**src/design/srb_cfg.svh**
```systemverilog
// constants of the local-memory location register
`ifndef SRB_CFG_SVH
`define SRB_CFG_SVH
`define SRB_CTL_REGNUM   12'hC05
`define SRB_WR_MASK      32'hFFFF0F3F
`define SRB_VALID_RESET  1'b0
`define SRB_BASE_MSB     31
`define SRB_BASE_LSB     16
`define SRB_WIN_BIT      15
`define SRB_BANK_BIT     14
`define SRB_UPPER_BANK   1
`define SRB_LOWER_BANK   0
`define SRB_NUM_BANKS    2
`endif

```
**src/design/srb_pkg.sv**
```systemverilog
// types shared by the local-memory location logic
package srb_pkg;

  // field layout of the location register, bit 31 first
  typedef struct packed {
    logic [15:0] baseAddr;
    logic [3:0]  rsvdHigh;
    logic        upperBankPriority;
    logic        lowerBankPriority;
    logic        secondaryPortEnable;
    logic        writeProtect;
    logic [1:0]  rsvdLow;
    logic [4:0]  spaceMask;
    logic        valid;
  } srb_loc_type;

  // address space of a core reference, value is its mask bit index
  typedef enum logic [2:0] {
    SPACE_USER_DATA  = 3'h0,
    SPACE_USER_CODE  = 3'h1,
    SPACE_SUPER_DATA = 3'h2,
    SPACE_SUPER_CODE = 3'h3,
    SPACE_CPU_IACK   = 3'h4
  } srb_space_type;

  // one reference from a bus master
  typedef struct packed {
    logic        req;
    logic        write;
    logic [31:0] addr;
  } srb_req_type;

endpackage : srb_pkg

```
**src/design/srb_sram_ctrl.sv**
```systemverilog
// location register and access control of the local single-cycle memory
`timescale 1ns/1ns
`include "srb_cfg.svh"

//////////////////////////////////////////////////////////////////////////////
// Function
// - the core only writes the register, with a control move to 0xC05.
// - the debug path can read and write the whole register.
// - undefined bits drop written data and read as zero on debug reads.
// - reset clears only the enable flag, all other fields keep value.
// - bits 31-16 place a 32-Kbyte window that an access must fall in.
// - two 16K banks, bit 11 sets upper-bank winner, bit 10 lower.
// - bit 9 blocks dma accesses when clear, allows them when set.
// - dma also needs the peripheral-side bank enable to get in.
// - with bit 8 set only reads are served, writes raise access error.
// - bits 5-1 each keep one address space out of the memory.
// - bit 0 enables the memory, when clear nothing is serviced.
module srb_sram_ctrl (
  // clock and reset
  input  wire logic                  mclk,
  input  wire logic                  rst_b,
  // core control-register move
  input  wire logic                  ctlWrEn,
  input  wire logic [11:0]           ctlRegNum,
  input  wire logic [31:0]           ctlWrData,
  // debug module access
  input  wire logic                  dbgWrEn,
  input  wire logic [31:0]           dbgWrData,
  input  wire logic                  dbgRdEn,
  output logic      [31:0]           dbgRdData,
  output logic                       dbgRdValid,
  // core reference
  input  wire srb_pkg::srb_req_type  cpuRef,
  input  wire srb_pkg::srb_space_type cpuSpace,
  output logic                       cpuSel,
  output logic                       cpuStall,
  output logic                       cpuAccessErr,
  // dma reference
  input  wire srb_pkg::srb_req_type  dmaRef,
  input  wire logic                  peripheralBankEnable,
  output logic                       dmaSel,
  output logic                       dmaStall,
  output logic                       dmaAccessErr,
  // per-bank strobes to the arrays
  output logic [1:0]                 bankCpuGrant,
  output logic [1:0]                 bankDmaGrant
);

  //////////////////////////////////////////////////////////////////////////
  // location register

  srb_pkg::srb_loc_type locQ;
  srb_pkg::srb_loc_type locD;
  logic                 locValidQ;
  logic [30:0]          locFieldQ;
  logic [31:0]          locWord;
  logic                 coreWr;
  logic [31:0]          dbgRdDataD;

  // two flop groups, one with reset and one without, seen as one word
  assign locQ    = {locFieldQ, locValidQ};
  assign locWord = locQ;

  // debug write wins a same-cycle collision with a core move
  always_comb begin
    coreWr = ctlWrEn & (ctlRegNum == `SRB_CTL_REGNUM);
    locD   = locQ;
    if (dbgWrEn) begin
      locD = dbgWrData & `SRB_WR_MASK;
    end else if (coreWr) begin
      locD = ctlWrData & `SRB_WR_MASK;
    end
  end

  // only the enable flag sees reset, so a warm reset keeps the setup
  always_ff @(posedge mclk or negedge rst_b) begin
    if (!rst_b) begin
      locValidQ <= `SRB_VALID_RESET;
    end else begin
      locValidQ <= locD.valid;
    end
  end

  // no reset here on purpose
  always_ff @(posedge mclk) begin
    locFieldQ <= locD[31:1];
  end

  // debug read path, core moves cannot read
  always_comb begin
    dbgRdDataD = dbgRdEn ? (locWord & `SRB_WR_MASK) : dbgRdData;
  end

  always_ff @(posedge mclk or negedge rst_b) begin
    if (!rst_b) begin
      dbgRdData  <= 32'h00000000;
      dbgRdValid <= 1'b0;
    end else begin
      dbgRdData  <= dbgRdDataD;
      dbgRdValid <= dbgRdEn;
    end
  end

  //////////////////////////////////////////////////////////////////////////
  // hit decode

  logic cpuInWin;
  logic dmaInWin;
  logic cpuMasked;
  logic cpuHit;
  logic dmaHit;
  logic cpuUpper;
  logic dmaUpper;

  // window is the low 32K of the 64K slot the base field names
  always_comb begin
    cpuInWin  = (cpuRef.addr[31:16] == locQ.baseAddr) &
                ~cpuRef.addr[`SRB_WIN_BIT];
    dmaInWin  = (dmaRef.addr[31:16] == locQ.baseAddr) &
                ~dmaRef.addr[`SRB_WIN_BIT];
    cpuMasked = locQ.spaceMask[cpuSpace];
    cpuHit    = cpuRef.req & locQ.valid & cpuInWin & ~cpuMasked;
    dmaHit    = dmaRef.req & locQ.valid & dmaInWin &
                locQ.secondaryPortEnable &
                peripheralBankEnable;
    cpuUpper  = cpuRef.addr[`SRB_BANK_BIT];
    dmaUpper  = dmaRef.addr[`SRB_BANK_BIT];
  end

  // protected writes never reach the array
  always_comb begin
    cpuAccessErr = cpuHit & cpuRef.write & locQ.writeProtect;
    dmaAccessErr = dmaHit & dmaRef.write & locQ.writeProtect;
  end

  //////////////////////////////////////////////////////////////////////////
  // bank arbitration

  logic [1:0] cpuWant;
  logic [1:0] dmaWant;
  logic [1:0] dmaFirst;

  always_comb begin
    dmaFirst = {locQ.upperBankPriority,
                locQ.lowerBankPriority};
  end

  genvar b;
  generate
    for (b = 0; b < `SRB_NUM_BANKS; b++) begin : g_bank
      assign cpuWant[b] = cpuHit & ~cpuAccessErr & (cpuUpper == 1'(b));
      assign dmaWant[b] = dmaHit & ~dmaAccessErr & (dmaUpper == 1'(b));
      srb_bank_arb u_arb (
        .cpuWant  (cpuWant[b]),
        .dmaWant  (dmaWant[b]),
        .dmaFirst (dmaFirst[b]),
        .cpuGrant (bankCpuGrant[b]),
        .dmaGrant (bankDmaGrant[b])
      );
    end
  endgenerate

  // a miss goes on as a normal bus reference, a hit that loses its bank stalls
  always_comb begin
    cpuSel   = |bankCpuGrant;
    dmaSel   = |bankDmaGrant;
    cpuStall = (|cpuWant) & ~cpuSel;
    dmaStall = (|dmaWant) & ~dmaSel;
  end
endmodule : srb_sram_ctrl

```
**src/design/srb_bank_arb.sv**
```systemverilog
// two-master arbiter for one memory bank
`timescale 1ns/1ns
module srb_bank_arb (
  // requests
  input  wire logic cpuWant,
  input  wire logic dmaWant,
  // configured winner, high gives the bank to dma
  input  wire logic dmaFirst,
  // grants
  output logic      cpuGrant,
  output logic      dmaGrant
);

  // fixed priority, loser waits a cycle and retries
  always_comb begin
    cpuGrant = cpuWant & (~dmaWant | ~dmaFirst);
    dmaGrant = dmaWant & (~cpuWant | dmaFirst);
  end

endmodule : srb_bank_arb

```
**config.mk**
```make
export PLATFORM = sky130hd
export DESIGN_NAME = srb_sram_ctrl
export DESIGN_NICKNAME = d
export VERILOG_FILES = /design/src/design/srb_pkg.sv /design/src/design/srb_sram_ctrl.sv /design/src/design/srb_bank_arb.sv
export VERILOG_INCLUDE_DIRS = /design/src /design/src/design
export SDC_FILE = /design/constraint.sdc
export NUM_CORES = 1
export LEC_CHECK = 0
export ABC_AREA = 1
export BUFFER_PORTS_ARGS = -buffer_cell sky130_fd_sc_hd__buf_2
export CAP_MARGIN = 25
export CORE_ASPECT_RATIO = 1.4
export CORE_MARGIN = 10
export CORE_UTILIZATION = 45
export DETAILED_ROUTE_END_ITERATION = 10
export GPL_TIMING_DRIVEN = 0
export MAX_ROUTING_LAYER = met4
export PLACE_DENSITY = 0.89
export SLEW_MARGIN = 20
export SYNTH_ARGS = -nofsm -noshare
export SYNTH_HDL_FRONTEND = slang
export SYNTH_SLANG_ARGS = --single-unit
```
**constraint.sdc**
```tcl
create_clock -name mclk -period 4.55 [get_ports mclk]
set_input_delay 0.455 -clock mclk [delete_from_list [all_inputs] [get_ports mclk]]
set_output_delay 0.455 -clock mclk [all_outputs]
set_load 0.01 [all_outputs]
```
==> out/metrics.csv, run 1 <==
stage,metric,value,unit
run_status,status,"finished, final reports clean",
power,leakage power,2.28,nW
synth,most numerous cell in the Yosys netlist,nand2_1,
cells_and_area,non-filler cells in the finished layout,652,
power,Sw Pwr,0.330,mW
placed_design,Final GP Congestion,0.896,
cells_and_area,final instance area,4000,sq um
routing,ANT nets after route,0,
worst_setup_path,Max stage delay on crit path,0.47,ns
synth,post-synth top area share,24.7,%
global_route,grt total ovfl,0,
sta,Worst Tran Pin Value,0.603,ns
clock_network,CTS tree,done,
placed_design,placed cell areas,3890,sq um
cells_and_area,share of cells above drive strength 1,34.4,%
routing,Total Wirelength,9170,microns
synth,"Distinct cells, synth",29,
synth,synth cell count leaders,"nand2_1, inv_1, nor2_1",
floorplanning,die area,10500,sq um
worst_setup_path,Critical path buffers and inverters,4,
synth,"Warnings, synthesis",0,
cells_and_area,synthesis-to-layout area growth,31.7,%
worst_setup_path,crit path cell chain,"inv_1, nand2_1, nand2_1, nand2_1, nor2_1, nand3_2, nor2_4, nand2_2, nor2_1, nand2_1, inv_1, buf_4, buf_2",
worst_setup_path,CP max FO,4,
synth,Mean Syn Cell Area,7.30,sq um
routing,DR WL/cell,14.1,microns
clock_network,CTS root buffer,clkbuf_8,
clock_network,CTS buffer count,5,
clock_network,total setup buffers inserted after CTS,0,
global_route,GRT Overall Usage,17.6,%
synth,area share of and/or/nand/nor cells after synthesis,32.2,%
clock_network,Worst-path clk slew,0.09,ns
sta,Fin. Hold Viols,0,
routing,Initial DRC Count,131,
power,Tot Pwr,1.11,mW
synth,post-synth top area cell,edfxtp_1,
placed_design,Final HPWL DP,8090,microns
floorplanning,Std-Cell Rows,35,
clock_network,CTS Buffer Depth,2,
synth,sequential cell area fraction in the yosys report,47.8,%
global_route,largest net degree at the start of global routing,29,
global_route,vias in the first global route,3000,
worst_setup_path,Worst setup SP type,flop,
sta,Final period util,55.5,%
worst_setup_path,Critical Path Slowest Stage Cell,edfxtp_1,
placed_design,Port-buffer cells,148,
global_route,first-pass GRT wire length,13900,microns
job,max cap viols,0,
routing,Via density,4.54,
sta,Final Max Tran Viols,0,
global_route,initial antenna violation count,0,
synth,largest family of logic cells by synthesized area,simple AND/OR/NAND/NOR gates,
sta,Max Freq,396,MHz
synth,ys async rst share,52.8,%
routing,DRC errors left,0,
synth,Synth Area in Compound Gates,4.99,%
power,Sw Ratio,29.8,%
sta,Setup TNS,0,ns
power,Sequential Power Share,53.0,%
synth,Post-Synth Adder-Cell Area,0,%
synth,Cells after Synth,416,
power,PwrDens,277,nW/um^2
routing,via count,2963,
clock_network,htree depth,2,
floorplanning,starting density of the core,46.2,%
floorplanning,Core Box Area,6570,sq um
power,Comb power frac,22.7,%
worst_setup_path,"CP delay by family, top",simple AND/OR/NAND/NOR gates,
worst_setup_path,"most used cell, CP",nand2_1,
placed_design,pre-CTS setup slack,2.32,ns
synth,Post-synth EDFFs,25,
sta,Worst Skew,0.00549,ns
sta,Final Setup Violations,0,
sta,crit path time final,2.53,ns
synth,mux share of post-synthesis cell area,1.48,%
worst_setup_path,critical path capture point type,output pin,
sta,RSZ-0062 raised after global routing,false,
power,Clock Power Share,24.4,%
floorplanning,Die H,117,microns
synth,"Primary FF master, synth",dfrtp_1,
synth,top area cells in the synthesized netlist,"edfxtp_1, dfrtp_1, nand2_1, inv_1, nor2_1",
clock_network,later-pin clock latency in the skew report,0.31,ns
placed_design,Cells after DPL,643,
floorplanning,I/O Pins,196,
clock_network,hold buffer count at CTS,0,
cells_and_area,Antenna Cells,0,
floorplanning,width of the die,89.4,microns
cells_and_area,"Net count, final",730,
worst_setup_path,critical path arrival,2.07,ns
power,worst IR drop on VDD,0.156,mV
worst_setup_path,Crit Path Class,flop to output pin,
routing,TritonRoute pass-1 iters,6,
clock_network,Resized Gates After CTS,0,
synth,Synth Area in XOR/XNOR,1.73,%
synth,#FFs+latches synth,53,
sta,worst setup margin,2.02,ns
power,internal power,0.777,mW
sta,Rel. slew slack,59.8,%
synth,mapped cell area,3040,sq um
worst_setup_path,CP required,4.09,ns
min_path,HP Class,input pin to async pin,
clock_network,Clock Sinks,53,
power groups by stage:
stage,logic (mW),clock network (mW),registers (mW)
2_1_floorplan,0.120,0,0.606
3_3_place_gp,0.247,0,0.596
6_report,0.251,0.270,0.586
4_1_cts,0.252,0.273,0.587
5_1_grt,0.283,0.288,0.593
3_5_place_dp,0.251,0,0.597
layer usage:
metal  share of wire [%]  vias up  wire [microns]  GRT usage [%]
li1                    -     1568               -              -
met1                  39     1291            3560           18.4
met3                 4.0       12             368           1.87
met5                   0        -               0              -
met2                  55       92            5080           33.4
met4                 1.7        0             159           5.43
per-stage QoR:
step | hold WS [ns] | util, %
after floorplan | 0.159 | -
after global placement | 0.486 | 59.2
after detailed placement | 0.492 | 59.2
after CTS | 0.166 | 60.6
after global routing | 0.194 | 60.9
final | 0.143 | 60.9
kinds of logic after synthesis:
kind of cell,count (synthesis)
flip-flops,53
buffers and inverters,84
XOR/XNOR,6
AND/OR/NAND/NOR,239
AO/OA/AOI/OAI,29
other,1
multiplexers,4
layout by cell type, fill, tap and decap left out, drive strengths merged, types with 3 or more instances in the layout:
master and count:
nand2 176, buf 161, inv 62, nor2 46
dfrtp 28, edfxtp 25, a21oi 23, clkbuf 13
nand3 7, conb 6, nand4 5, clkinv 5
xnor2 4, mux2 4, o21ai 4, nor3 3
worst paths after layout:
check / from / end / slack, ns / depth (start not counted)
min: rst_b / dbgRdData[25] / 0.14 / 1
max reg2reg: locValidQ / dbgRdData[0] / 3.73 / 1
min reg2reg: dbgRdData[9] / dbgRdData[9] / 0.51 / 1
min in group mclk: dbgRdEn / dbgRdValid / 0.29 / 1
max in group asynchronous: rst_b / dbgRdData[2] / 4.01 / 1
max: locFieldQ[28] / bankCpuGrant[0] / 2.02 / 13
state kept, by name (all words and copies together) (netlist names):
name,flops
dbgRdData,26
dbgRdValid,1
locFieldQ,25
locValidQ,1
cell type report:
class                      count  area, sq um
timing repair buffer         149          756
tap                           74         92.6
multi-input combinational    284         1250
inverter                      64          240
sequential                    53         1450
clock inverter                 3         26.3
clock buffer                   5         68.8
buffer                        20          114
fill                         619         2570
Power figures use the tool's default switching activity.
==> run 2, diff against run 1 <==
Settings changed: ABC_AREA 1 to 0, CORE_UTILIZATION 45 to 37, PLACE_DENSITY 0.89 to 0.8.
Clock period 4.55 ns to 2.1 ns, I/O delays scaled along.
==> out/metrics.csv, run 2 <==
stage,metric,value,unit
synth,Mean Syn Cell Area,13.3,sq um
synth,top area cells in the synthesized netlist,"edfxtp_1, dfrtp_1, mux2_2, xnor2_1, xor2_1",
routing,Total Wirelength,8900,microns
global_route,GRT Overall Usage,15.6,%
cells_and_area,register area,1450,sq um
synth,#FFs+latches synth,53,
cells_and_area,max FFs per register,26,
placed_design,Final HPWL DP,7210,microns
global_route,initial antenna violation count,1,
synth,Synth Area in Compound Gates,4.97,%
power,PwrDens,655,nW/um^2
run_status,status,"finished, violations left",
synth,synth cell count leaders,"mux2_2, dfrtp_1, edfxtp_1",
worst_setup_path,critical path capture point type,output pin,
synth,Synth Area in XOR/XNOR,9.08,%
min_path,HP Class,input pin to flop,
global_route,largest net degree at the start of global routing,29,
clock_network,CTS root buffer,clkbuf_8,
synth,sequential cell area fraction in the yosys report,51.9,%
floorplanning,starting density of the core,38.0,%
clock_network,later-pin clock latency in the skew report,0.30,ns
synth,"Warnings, synthesis",0,
worst_setup_path,CP max FO,6,
synth,largest family of logic cells by synthesized area,multiplexers,
clock_network,CTS tree,done,
routing,DRC errors left,0,
clock_network,Worst-path clk slew,0.09,ns
sta,hold_ws,0.0203,ns
cells_and_area,Biggest register,dbgRdData,
synth,mapped cell area,2800,sq um
power,leakage power,1.78,nW
cells_and_area,most frequent cells in the layout,"buf_2, mux2_2, dfrtp_1",
synth,Post-synth EDFFs,25,
placed_design,Port-buffer cells,147,
routing,DR WL/cell,18.8,microns
floorplanning,die area,11500,sq um
clock_network,htree depth,2,
routing,Via density,4.82,
sta,Fin. Hold Viols,0,
global_route,vias in the first global route,2656,
sta,Final period util,124,%
power,worst IR drop on VDD,0.371,mV
global_route,first-pass GRT wire length,13600,microns
cells_and_area,"most common cell after layout, fill and taps aside",buf_2,
floorplanning,I/O Pins,196,
routing,Initial DRC Count,65,
worst_setup_path,CP required,1.89,ns
worst_setup_path,Worst setup SP type,flop,
synth,Post-Synth Adder-Cell Area,0,%
sta,RSZ-0062 raised after global routing,true,
floorplanning,Core Box Area,7360,sq um
cells_and_area,"Net count, final",526,
clock_network,Clock Sinks,53,
routing,ANT nets after route,0,
cells_and_area,top flop regs,"dbgRdData x26, locFieldQ x25",
placed_design,Final GP Congestion,0.785,
synth,ys async rst share,52.8,%
floorplanning,Die H,123,microns
routing,via count,2275,
sta,Final Max Tran Viols,0,
clock_network,CTS buffer count,5,
sta,Final Setup Violations,10,
cells_and_area,footprint of the multi-input gates,1330,sq um
synth,Cells after Synth,210,
synth,most numerous cell in the Yosys netlist,mux2_2,
global_route,grt total ovfl,0,
sta,Rel. slew slack,52.5,%
synth,"Distinct cells, synth",40,
floorplanning,width of the die,93.5,microns
sta,worst setup margin,-0.495,ns
worst_setup_path,Crit Path Class,flop to output pin,
sta,Max Freq,385,MHz
job,max cap viols,0,
sta,Setup TNS,-3.46,ns
cells_and_area,fillers,644,
cells_and_area,share of cells above drive strength 1,63.1,%
synth,"Primary FF master, synth",dfrtp_1,
synth,post-synth top area cell,edfxtp_1,
routing,TritonRoute pass-1 iters,4,
cells_and_area,synthesis-to-layout area growth,40.8,%
run_status,violated checks,negative setup slack,
sta,Worst Skew,0.00501,ns
synth,mux share of post-synthesis cell area,21.7,%
sta,Worst Tran Pin Value,0.713,ns
worst_setup_path,critical path arrival,2.39,ns
sta,crit path time final,2.60,ns
synth,post-synth top area share,26.8,%
clock_network,CTS Buffer Depth,2,
synth,area share of and/or/nand/nor cells after synthesis,7.61,%
floorplanning,Std-Cell Rows,37,
run 2: cell types whose count changed in the layout (fill, tap and decap cells not counted), moves of 13 or more:
cell,before,now
xnor2_1,4,19
nor2_1,40,2
inv_1,48,6
a21oi_1,22,1
inv_2,13,0
mux2_2,4,51
nand2_1,172,5
run 2: power breakdown:
group          total, mW  leakage, nW  switching (mW)  internal, mW
logic              0.559         1.15           0.256         0.302
clock network      0.719       0.0585           0.330         0.389
registers           1.30        0.571          0.0842          1.22
run 2: logic make-up (layout without fill, tap and decap cells):
kind of cell	Yosys count	in the layout
xor gates and xnor gates	29	29
other	1	7
muxes	53	53
DFF	53	53
AOI/OAI and AO/OA	15	15
and+or+nand+nor	35	35
buffers and inverters	24	183
run 2: final cells by class:
cell class              instances  area share [%]
well taps                      97            3.08
diodes                          1          0.0636
plain buffers                  13            1.81
flip-flops and latches         53            36.9
clock buffers                   7            2.19
repair buffers                156            20.9
multi-input cells             138            33.8
inverters                       6           0.572
clock inverters                 1           0.763
run 2: worst paths after layout:
kind                          startpoint         endpoint  slack (ns)  cells after the start
max                        locFieldQ[23]  bankDmaGrant[0]       -0.50                      5
min                              dbgRdEn       dbgRdValid        0.02                      1
min reg2reg                 locFieldQ[1]     dbgRdData[2]        0.51                      1
max in group asynchronous          rst_b    dbgRdData[17]        1.19                      2
min in group asynchronous          rst_b     dbgRdData[1]        0.47                      2
max reg2reg                locFieldQ[27]    dbgRdData[28]        1.12                      2
run 2: through the flow:
step	utilization, %	setup WS (ns)	cell area [sq um]	total power [mW]	cells
finish	53.5	-0.495	3940	2.58	472
CTS	53.1	-0.507	3910	2.61	471
floorplan	-	-0.0495	2820	1.59	215
global route	53.5	-0.640	3940	2.71	472
detailed placement	50.0	-0.477	3680	1.87	459
global placement	50.0	-0.453	3680	1.84	459
run 2: what timing repair did:
action                                 in CTS  in global routing
pin swaps                                  11                 10
hold buffers                                1                  0
gates resized for setup                    15                  6
setup endpoints to repair                  10                 10
endpoints found under the hold margin      28                  0
buffers inserted                            9                  3
run 2: per-layer routing:
layer	share of wire, %	global-route usage [%]	wire [microns]	vias to the layer above
li1	-	-	-	1088
met1	36	16.3	3250	1103
met2	57	28.9	5040	79
met3	6.2	3.85	548	5
met4	0.71	2.90	63	0
met5	0	-	0	-
run 2: worst max-delay path, stage by stage (launching register included):
cell      delay [ns]
edfxtp_1        0.45
xnor2_1         0.23
nand4_1         0.33
or4b_4          0.69
a311oi_2        0.21
buf_2           0.17
